--- src/rtl/uart_flag_pkg.sv ---
// Constants, carriers and helpers shared by the serial port flag logic.
// Summary of operation
// No FIFO: frame sets full flag; read clears.
// FIFO: fill count sets full; empty clears.
// Idle line eight bits with data sets full.
// Error clear bit clears overrun, framing, parity.
// Parity flag only in normal mode.
// Empty transmit register sets flag; write clears.
// Idle transmitter sets idle flag; write clears.
// Empty FIFO requests; zero write or full clears.
// Software enables transmit interrupt after empty clears.
// Stop bit stores word and sets flags.
// Receive request: enable and any receive flag.
// Software discards words flagged with errors.
// Start edge near stop sample is ignored.
// Start edge polarity follows line inversion.
// Frame arriving while full sets overrun.
// Idle counter restarts on read, held disabled.
// Transmit requests gated by their own enables.
// Requests are levels until flags clear.
package uart_flag_pkg;

  // ----------------------------------------------------------------
  // Sizes and counts
  // ----------------------------------------------------------------
  localparam int DATA_W = 9;
  localparam int FIFO_DEPTH = 128;
  localparam int PTR_W = 7;
  localparam int CNT_W = 8;
  localparam int IDLE_W = 4;
  localparam logic [CNT_W-1:0] CNT_ZERO = 8'h00;
  localparam logic [CNT_W-1:0] CNT_ONE = 8'h01;
  localparam logic [CNT_W-1:0] CNT_FIFO = 8'h80;
  localparam logic [IDLE_W-1:0] IDLE_BITS = 4'h8;
  localparam logic [IDLE_W-1:0] IDLE_LAST = 4'h7;
  localparam logic [IDLE_W-1:0] IDLE_ZERO = 4'h0;
  localparam logic [2:0] LINE_RST = 3'h7;

  // ----------------------------------------------------------------
  // Carriers
  // ----------------------------------------------------------------
  typedef struct packed {
    logic rx_irq_enable;
    logic tx_irq_enable;
    logic tx_idle_irq_enable;
    logic fifo_tx_irq_enable;
    logic rx_fifo_idle_detect_enable;
    logic rx_fifo_enable;
    logic tx_fifo_enable;
    logic line_invert;
    logic multiproc_mode;
  } ctrl_t;

  typedef struct packed {
    logic rx_full_flag;
    logic overrun_flag;
    logic framing_flag;
    logic parity_flag;
    logic tx_empty_flag;
    logic tx_idle_flag;
    logic fifo_tx_request_flag;
  } status_t;

  localparam status_t STATUS_RST = '{rx_full_flag: 1'b0, overrun_flag: 1'b0,
    framing_flag: 1'b0, parity_flag: 1'b0, tx_empty_flag: 1'b1,
    tx_idle_flag: 1'b1, fifo_tx_request_flag: 1'b0};

  // Without the FIFO a direction holds a single word.
  function automatic logic [CNT_W-1:0] depth_cap(input logic fifo_en);
    depth_cap = fifo_en ? CNT_FIFO : CNT_ONE;
  endfunction

endpackage

--- src/rtl/idle_timer.sv ---
// Receive idle timer that counts bit periods of a quiet line.
`timescale 1ns/100ps
module idle_timer import uart_flag_pkg::*; (
  // Clock and reset
  input wire logic mclk,
  input wire logic reset,
  input wire logic clk_en,
  // Control
  input wire logic run,
  input wire logic restart,
  input wire logic bit_tick,
  // Result
  output logic expired
);

  logic [IDLE_W-1:0] cnt_reg;
  logic [IDLE_W-1:0] cnt_next;

  // Restart wins over counting so a read never lets a stale count fire.
  always_comb begin
    cnt_next = cnt_reg;
    if (restart) begin
      cnt_next = IDLE_ZERO;
    end else if (run && bit_tick && cnt_reg != IDLE_BITS) begin
      cnt_next = cnt_reg + 1'b1;
    end
  end

  assign expired = clk_en && !restart && run && bit_tick && cnt_reg == IDLE_LAST;

  always_ff @(posedge mclk) begin
    if (reset) begin
      cnt_reg <= IDLE_ZERO;
    end else if (clk_en) begin
      cnt_reg <= cnt_next;
    end
  end
endmodule

--- src/rtl/uart_flags.sv ---
// Status flags, interrupt requests and word storage of the serial port.
`timescale 1ns/100ps
module uart_flags import uart_flag_pkg::*; (
  // Clock and reset
  input wire logic mclk,
  input wire logic reset,
  input wire logic clk_en,
  // Configuration
  input wire ctrl_t ctrl,
  input wire logic [CNT_W-1:0] fifo_fill_count,
  // Software access
  input wire logic rx_read,
  input wire logic rx_error_clear,
  input wire logic tx_write,
  input wire logic [DATA_W-1:0] tx_wdata,
  input wire logic fifo_req_clear,
  output logic [DATA_W-1:0] rx_data,
  output logic [CNT_W-1:0] rx_level,
  output logic [CNT_W-1:0] tx_level,
  output status_t status,
  output logic rx_irq,
  output logic tx_irq,
  // Serial line
  input wire logic rx_pin,
  output logic start_edge,
  // Receive engine
  input wire logic stop_window,
  input wire logic bit_tick,
  input wire logic frame_done,
  input wire logic [DATA_W-1:0] frame_word,
  input wire logic frame_bad_stop,
  input wire logic frame_bad_parity,
  // Transmit engine
  input wire logic tx_take,
  input wire logic tx_sending,
  output logic [DATA_W-1:0] tx_word,
  output logic tx_avail
);

  // ----------------------------------------------------------------
  // Line synchroniser and start edge
  // ----------------------------------------------------------------
  logic [2:0] line_reg;
  logic [2:0] line_next;
  logic start_reg;
  logic start_next;
  logic norm_now;
  logic norm_prev;
  logic line_idle;

  // Bit 0 is read only by bit 1; the edge test uses bits 1 and 2.
  assign norm_now = line_reg[1] ^ ctrl.line_invert;
  assign norm_prev = line_reg[2] ^ ctrl.line_invert;
  assign line_idle = norm_now;

  always_comb begin
    line_next = {line_reg[1], line_reg[0], rx_pin};
    start_next = norm_prev && !norm_now && !stop_window;
  end

  always_ff @(posedge mclk) begin
    if (reset) begin
      line_reg <= LINE_RST;
      start_reg <= 1'b0;
    end else if (clk_en) begin
      line_reg <= line_next;
      start_reg <= start_next;
    end
  end

  assign start_edge = start_reg;

  // ----------------------------------------------------------------
  // Receive storage
  // ----------------------------------------------------------------
  logic [DATA_W-1:0] rx_mem [FIFO_DEPTH];
  logic [PTR_W-1:0] rx_wr_reg;
  logic [PTR_W-1:0] rx_wr_next;
  logic [PTR_W-1:0] rx_rd_reg;
  logic [PTR_W-1:0] rx_rd_next;
  logic [CNT_W-1:0] rx_cnt_reg;
  logic [CNT_W-1:0] rx_cnt_next;
  logic rx_pop;
  logic rx_room;
  logic rx_store;

  // A word is dropped, not overwritten, when storage has no room.
  assign rx_pop = rx_read && rx_cnt_reg != CNT_ZERO;
  assign rx_room = rx_cnt_reg < depth_cap(ctrl.rx_fifo_enable) || rx_pop;
  assign rx_store = frame_done && rx_room;

  always_comb begin
    rx_wr_next = rx_wr_reg;
    rx_rd_next = rx_rd_reg;
    rx_cnt_next = rx_cnt_reg;
    if (rx_store) begin
      rx_wr_next = rx_wr_reg + 1'b1;
    end
    if (rx_pop) begin
      rx_rd_next = rx_rd_reg + 1'b1;
    end
    if (rx_store && !rx_pop) begin
      rx_cnt_next = rx_cnt_reg + CNT_ONE;
    end else if (!rx_store && rx_pop) begin
      rx_cnt_next = rx_cnt_reg - CNT_ONE;
    end
  end

  always_ff @(posedge mclk) begin
    if (reset) begin
      rx_wr_reg <= '0;
      rx_rd_reg <= '0;
      rx_cnt_reg <= CNT_ZERO;
    end else if (clk_en) begin
      rx_wr_reg <= rx_wr_next;
      rx_rd_reg <= rx_rd_next;
      rx_cnt_reg <= rx_cnt_next;
      if (rx_store) begin
        rx_mem[rx_wr_reg] <= frame_word;
      end
    end
  end

  assign rx_data = rx_mem[rx_rd_reg];
  assign rx_level = rx_cnt_reg;

  // ----------------------------------------------------------------
  // Receive idle detection
  // ----------------------------------------------------------------
  logic idle_run;
  logic idle_restart;
  logic idle_expired;

  assign idle_run = ctrl.rx_fifo_idle_detect_enable && ctrl.rx_fifo_enable && line_idle
    && rx_cnt_reg != CNT_ZERO && rx_cnt_reg < fifo_fill_count;
  assign idle_restart = rx_read || !ctrl.rx_fifo_enable || !line_idle;

  idle_timer i_idle_timer (
    .mclk(mclk),
    .reset(reset),
    .clk_en(clk_en),
    .run(idle_run),
    .restart(idle_restart),
    .bit_tick(bit_tick),
    .expired(idle_expired)
  );

  // ----------------------------------------------------------------
  // Transmit storage
  // ----------------------------------------------------------------
  logic [DATA_W-1:0] tx_mem [FIFO_DEPTH];
  logic [PTR_W-1:0] tx_wr_reg;
  logic [PTR_W-1:0] tx_wr_next;
  logic [PTR_W-1:0] tx_rd_reg;
  logic [PTR_W-1:0] tx_rd_next;
  logic [CNT_W-1:0] tx_cnt_reg;
  logic [CNT_W-1:0] tx_cnt_next;
  logic tx_fen_reg;
  logic tx_push;
  logic tx_pop;
  logic tx_drained;
  logic tx_resend;

  assign tx_push = tx_write && tx_cnt_reg < depth_cap(ctrl.tx_fifo_enable);
  assign tx_pop = tx_take && tx_cnt_reg != CNT_ZERO;
  assign tx_drained = tx_pop && !tx_push && tx_cnt_reg == CNT_ONE;
  // Turning the FIFO back on with words left in it clears the empty and idle flags.
  assign tx_resend = ctrl.tx_fifo_enable && !tx_fen_reg && tx_cnt_reg != CNT_ZERO;

  always_comb begin
    tx_wr_next = tx_wr_reg;
    tx_rd_next = tx_rd_reg;
    tx_cnt_next = tx_cnt_reg;
    if (tx_push) begin
      tx_wr_next = tx_wr_reg + 1'b1;
    end
    if (tx_pop) begin
      tx_rd_next = tx_rd_reg + 1'b1;
    end
    if (tx_push && !tx_pop) begin
      tx_cnt_next = tx_cnt_reg + CNT_ONE;
    end else if (!tx_push && tx_pop) begin
      tx_cnt_next = tx_cnt_reg - CNT_ONE;
    end
  end

  always_ff @(posedge mclk) begin
    if (reset) begin
      tx_wr_reg <= '0;
      tx_rd_reg <= '0;
      tx_cnt_reg <= CNT_ZERO;
      tx_fen_reg <= 1'b0;
    end else if (clk_en) begin
      tx_wr_reg <= tx_wr_next;
      tx_rd_reg <= tx_rd_next;
      tx_cnt_reg <= tx_cnt_next;
      tx_fen_reg <= ctrl.tx_fifo_enable;
      if (tx_push) begin
        tx_mem[tx_wr_reg] <= tx_wdata;
      end
    end
  end

  assign tx_word = tx_mem[tx_rd_reg];
  assign tx_avail = tx_cnt_reg != CNT_ZERO;
  assign tx_level = tx_cnt_reg;

  // ----------------------------------------------------------------
  // Flags
  // ----------------------------------------------------------------
  status_t status_reg;
  status_t status_next;
  logic full_set;
  logic full_clr;
  logic txe_clr;
  logic fifo_tx_request_flag_set;
  logic fifo_tx_request_flag_clr;

  always_comb begin
    // Hardware events win over a clear in the same cycle, except the transmit idle condition, which a write beats.
    if (ctrl.rx_fifo_enable) begin
      full_set = (rx_store && rx_cnt_next == fifo_fill_count) || idle_expired;
      full_clr = rx_pop && rx_cnt_next == CNT_ZERO;
    end else begin
      full_set = rx_store;
      full_clr = rx_pop;
    end
    txe_clr = tx_write || tx_resend;
    fifo_tx_request_flag_set = ctrl.tx_fifo_enable && (tx_drained || (!tx_fen_reg && !tx_avail));
    fifo_tx_request_flag_clr = fifo_req_clear
      || (ctrl.tx_fifo_enable && tx_cnt_next >= CNT_FIFO);
    status_next = status_reg;
    status_next.rx_full_flag = full_set || (status_reg.rx_full_flag && !full_clr);
    status_next.overrun_flag = (frame_done && !rx_room)
      || (status_reg.overrun_flag && !rx_error_clear);
    status_next.framing_flag = (frame_done && frame_bad_stop)
      || (status_reg.framing_flag && !rx_error_clear);
    status_next.parity_flag = (frame_done && frame_bad_parity && !ctrl.multiproc_mode)
      || (status_reg.parity_flag && !rx_error_clear);
    status_next.tx_empty_flag = tx_drained || (status_reg.tx_empty_flag && !txe_clr);
    // The idle condition is a level, so a write must be allowed to beat it.
    status_next.tx_idle_flag = !txe_clr
      && (status_reg.tx_idle_flag || (status_reg.tx_empty_flag && !tx_sending));
    status_next.fifo_tx_request_flag = fifo_tx_request_flag_set
      || (status_reg.fifo_tx_request_flag && !fifo_tx_request_flag_clr);
  end

  always_ff @(posedge mclk) begin
    if (reset) begin
      status_reg <= STATUS_RST;
    end else if (clk_en) begin
      status_reg <= status_next;
    end
  end

  assign status = status_reg;

  // ----------------------------------------------------------------
  // Interrupt requests
  // ----------------------------------------------------------------
  assign rx_irq = ctrl.rx_irq_enable && (status_reg.rx_full_flag || status_reg.overrun_flag
    || status_reg.framing_flag || status_reg.parity_flag);
  assign tx_irq = (ctrl.tx_irq_enable && status_reg.tx_empty_flag)
    || (ctrl.tx_idle_irq_enable && status_reg.tx_idle_flag)
    || (ctrl.fifo_tx_irq_enable && status_reg.fifo_tx_request_flag);
endmodule

--- config.mk ---
export PLATFORM = sky130hd
export DESIGN_NAME = uart_flags
export DESIGN_NICKNAME = d
export VERILOG_FILES = /design/src/rtl/uart_flag_pkg.sv /design/src/rtl/idle_timer.sv /design/src/rtl/uart_flags.sv
export SDC_FILE = /design/constraint.sdc
export NUM_CORES = 2
export LEC_CHECK = 0
export ABC_AREA = 1
export ABC_CLOCK_PERIOD_IN_PS = 4000
export BUFFER_PORTS_ARGS = -buffer_cell sky130_fd_sc_hd__buf_2
export CAP_MARGIN = 20
export CORE_MARGIN = 2
export CORE_UTILIZATION = 50
export DETAILED_ROUTE_END_ITERATION = 6
export PLACE_DENSITY = 0.65
export SLEW_MARGIN = 20
export SYNTH_ARGS = -nofsm -noshare
export SYNTH_HDL_FRONTEND = slang
export SYNTH_SLANG_ARGS = --single-unit
--- constraint.sdc ---
create_clock -name mclk -period 4 [get_ports mclk]
set_input_delay 0.8 -clock mclk [delete_from_list [all_inputs] [get_ports mclk]]
set_output_delay 0.8 -clock mclk [all_outputs]
set_load 0.1 [all_outputs]
Word level (Yosys, flattened, before mapping)
Memory sizes are Yosys's and may differ from the RTL's. A register that Yosys moved wholly into a read port is not among the register bits.
Index checks and enable logic that the tools add are counted.
{"block": "word_totals", "reg_bits": 60, "mem_bits_rw": 2304, "input_bits": 50, "output_inout_bits": 45, "word_cells": 149, "memories": 2}
{"name": "rx_mem", "depth": 128, "word_bits": 9, "read_ports": 1, "rd_ports_with_merged_regs": 1, "wr": 1, "line_no": "uart_flags.sv:76", "rtl": "logic [DATA_W-1:0] rx_mem [FIFO_DEPTH];"}
{"name": "tx_mem", "depth": 128, "word_bits": 9, "read_ports": 1, "rd_ports_with_merged_regs": 1, "wr": 1, "line_no": "uart_flags.sv:151", "rtl": "logic [DATA_W-1:0] tx_mem [FIFO_DEPTH];"}
{"block": "classes", "add_sub_neg": 9, "order_cmp": 4, "eq_ne": 4, "muxes": 22, "bitwise_logic": 2, "n_reduce_logical": 89}
{"operator": "$mux 8", "n": 6}
{"operator": "$logic_and 1x1->1", "n": 44}
{"operator": "$add 7x1->7 const B", "n": 4}
{"operator": "$mux 7", "n": 4}
{"operator": "$lt 8x8->1", "n": 3}
{"operator": "$logic_or 1x1->1", "n": 19}
{"operator": "$logic_not 1->1", "n": 17}
{"operator": "$add 8x1->8 const B", "n": 2}
{"operator": "$reduce_bool 8->1", "n": 2}
{"operator": "$sub 8x1->8 const B", "n": 2}
{"operator": "$mux 1", "n": 10}
{"operator": "$reduce_and 2->1", "n": 5}
{"operator": "$eq 8x1->1 const B", "n": 1}
{"operator": "$eq 8x8->1", "n": 1}
{"operator": "$ge 8x8->1 const B", "n": 1}
{"operator": "$logic_not 8->1", "n": 1}
{"operator": "$mux 4", "n": 2}
{"operator": "$add 4x1->4 const B", "n": 1}
{"operator": "$eq 4x3->1 const B", "n": 1}
{"operator": "$ne 4x4->1 const B", "n": 1}
{"operator": "$reduce_bool 2->1", "n": 1}
{"operator": "$xor 1x1->1", "n": 2}

Depth between registers and ports, before layout
{"block": "depth", "depth_word": 14, "depth_mapped": 18, "ltp_nobuf": 18}

Modules after synthesis
From an unflattened synthesis, not the netlist that was laid out.
{"block": "unflattened", "cells_unflattened": 7561, "area_unflattened_um2": 95367.7}
{"module": "uart_flags", "instances": 1, "cells_per_inst": 7517, "area_each_um2": 95069.9, "seq_area_each_um2": 70587.7}
{"module": "idle_timer", "instances": 1, "cells_per_inst": 44, "area_each_um2": 297.8, "seq_area_each_um2": 80.1}

Worst setup path after synthesis
Ideal clock, no wire load.
{"block": "synth_path", "path_kind": "reg-to-output", "startpoint": "register (tool-made name)", "endpoint": "output tx_word[7]", "t_arrival_ns": 3.026, "required_ns": 3.200, "setup_slack_ns": 0.174, "path_stages_with_launch": 14, "n_path_buf": 5, "cell_sequence": "dfxtp_1 > buf_6 > buf_6 > buf_6 > buf_4 > buf_2 > nor2_1 > o22ai_1 > nor2_1 > o221ai_1 > nand3_1 > nand2_1 > nor2_1 > a21oi_1"}
{"element": "end, declared", "line_no": "uart_flags.sv:36", "rtl": "output logic [DATA_W-1:0] tx_word,"}

==> results.ini <==
[synth]
synth.largest_area_cell=edfxtp_1
ys_top_cells_by_area=edfxtp_1 72%, o21ai_0 7.4%, nor2_1 6.9%
yosys.area.top_type_share_pct=72.5
synth_common_cells=2304 x edfxtp_1, 1749 x nor2_1, 1416 x o21ai_0
synth-async-reset-ratio_pct=0
post_synth.cell_area_avg_um2=12.6
ys_seq_elements=2378
synth_cells=7564
synth_warnings=0
ys_types=50
yosysMostFrequentCell=edfxtp_1
syn_nets=7636
synth_edf_count=2304
seq_area_frac_synth_pct=74.0
synth_area_mm2=0.0955
ys.flop_type=edfxtp_1

[clock_tree]
clk_path_buf_depth=3
cts_made_buffers=228
clk_latency_ns=0.87
htreeDepth=4
cts_hold_buf=0
cts.sink_count=2378
clk_pin_slew_ns=0.07
cts.root.buffer_cell=clkbuf_16
tritoncts=built

[worst_setup_path]
start_kind=flip-flop
reg2regPathDepth=13
required_ns=3.20
cp.arrival_ns=3.48
reg2reg_setup_slack_ns=0.64
cp_max_fo=8
endpoint_kind=output pin
worst-setup-path-type=reg -> out

[grt]
grt_pass1_vias=63300
grt_start_max_net_pins=129
busiest_layer=met2
antenna_found_initial=3
grt_util_met1_pct=39.4
grt_util_met3_pct=4.78
gr-usage-met2_pct=44.5
grt_pass1_wl_mm=410
grtUsageTotal_pct=28.2
grt.overflow.total=0

[floorplan]
die_h_um=441
pin_count=95
dieWidth_um=441
design.die.area_mm2=0.194
core_mm2=0.190
initial_core_util_pct=50.2
rows=160

[drt]
vias=66600
drtIter0Drc=9726
drc=0
wire_per_inst_um=26.1
dr.pass1.iters=6
drt-vias-per-instance=6.19
wl_mm=281
ant_nets=0

[cells_and_area]
seqCellArea_mm2=0.0707
reg.largest.list=rx_mem x1152, tx_mem x1152
nets=8125
drive_above_1_share_pct=17.9
multi_input_area_mm2=0.0237
num-fill-cells=14200
fin_util_pct=60.4
syn_to_final_growth_pct=20.3

[timing]
fin_crit_sh_pct=107
setup_violations=18
worst_slew_pin_slew_ns=1.02
finalMaxSlewViolations=0
fmax_mhz=234
rsz0062_at_grt=yes
worst_slew_margin_rel_pct=31.8
skew_ns=0.0358
fin_crit_ns=4.28
fin_tns_setup_ns=-3.22
layout_setup_ws_ns=-0.280
final_hold_viol_count=0

[pwr]
swShare_pct=25.1
p_int_w=0.0423
pwr-share-seq_pct=48.5
p_sw_w=0.0142
power_per_cell_area_mw_per_mm2=492
p_leak_nw=38.5
clockPowerShare_pct=38.2
peakVddDrop_mv=0.399
total_power_w=0.0565
comb_power_share_pct=13.3

[place]
dp_hpwl_mm=154
place_congestion=0.884
io_buffers=94

[status]
violations=negative setup slack
status=complete, but fails checks

[hold_path]
hp-class=in -> reg
hold_depth=3

[job]
cap_violations=0

[cell families after synthesis]
group	Yosys count	synth area share [%]
AND/OR/NAND/NOR	2227	9.30
XOR/XNOR	10	0.0918
flip-flops	2378	74.0
AO/OA/AOI/OAI	2276	13.3
adder cells (fa/ha/maj)	22	0.288
buffers and inverters	651	2.95
[cell type report]
cell class / instances / area share (%)
Antenna cell: 1 / 0.00218
Sequential cell: 2378 / 61.6
Multi-Input combinational cell: 4535 / 20.6
Clock inverter: 140 / 1.19
Tap cell: 2511 / 2.74
Timing Repair Buffer: 784 / 8.04
Clock buffer: 288 / 5.31
Inverter: 119 / 0.454
Timing Repair inverter: 7 / 0.0665
[through the flow]
step | instances | hold WS, ns | instance area (um2) | setup slack, ns
floorplan | 7564 | 0.429 | 95500 | 0.174
global placement | 10200 | 0.444 | 102000 | 0.112
detailed placement | 10200 | 0.446 | 102000 | 0.125
CTS | 10700 | 0.0933 | 114000 | -0.326
global route | 10800 | 0.140 | 115000 | -0.335
finish | 10800 | 0.155 | 115000 | -0.280
[final timing paths]
check	to	startpoint
min reg2reg	line_reg[0]	line_reg[0]
min	line_reg[0]	rx_pin
max	tx_word[7]	flip-flop
max reg2reg	rx_mem[88][8]	rx_level[0]
[cell usage in the layout (no fill, tap or decap), types with 8 or more instances in the layout]
cell type,instances
inv_1,98
edfxtp_1,2304
nand3_1,64
nand3_4,8
clkinv_1,56
ha_1,22
nand2_2,33
o21ai_0,1282
nor2_2,25
xor2_1,8
clkbuf_16,244
clkinvlp_4,10
o22ai_2,54
o221ai_2,72
a21oi_1,59
inv_2,13
nand3_2,39
clkbuf_1,50
buf_2,59
clkinv_2,41
buf_12,88
buf_16,74
nand4_1,10
o21ai_1,138
o221ai_1,40
buf_6,30
o211ai_1,25
o21ai_2,32
o311ai_2,8
nand2_4,15
buf_4,486
nor3_1,14
bufinv_16,24
nand2_1,256
dfxtp_1,64
buf_8,16
o22ai_1,524
bufbuf_16,20
nor2_1,1726
[power by group through the flow]
stage | Sequential [W] | Clock, W | Combinational (W)
global route | 0.0274 | 0.0227 | 0.00796
floorplan | 0.0281 | 0 | 0.00336
CTS | 0.0274 | 0.0218 | 0.00716
finish | 0.0274 | 0.0216 | 0.00750
global placement | 0.0280 | 0 | 0.00582
detailed placement | 0.0280 | 0 | 0.00589
[what timing repair did]
item	CTS	global route
buffers inserted	82	17
pin swaps	188	125
gates resized for setup	464	196
hold endpoints to repair	0	0
gates cloned	64	11
setup endpoints to repair	18	18
[worst max-delay path, stage by stage (launching register included)]
cell and delay (ns):
dfxtp_4 0.38, buf_12 0.14, inv_16 0.10, buf_16 0.15, buf_4 0.13, buf_12 0.12
buf_4 0.16, buf_4 0.12, nor2_1 0.03, o22ai_1 0.16, o21ai_1 0.11, o221ai_1 0.25
buf_4 0.18, nand3_2 0.12, a21oi_4 0.23, buf_12 0.20
[layer usage]
metal | vias up | part of all wire [%]
met5 | - | 0.0046
met4 | 2 | 3.9
met3 | 652 | 10
met2 | 3907 | 47
met1 | 32900 | 39
li1 | 29100 | -
No activity file was read; power rests on OpenSTA's default activity.
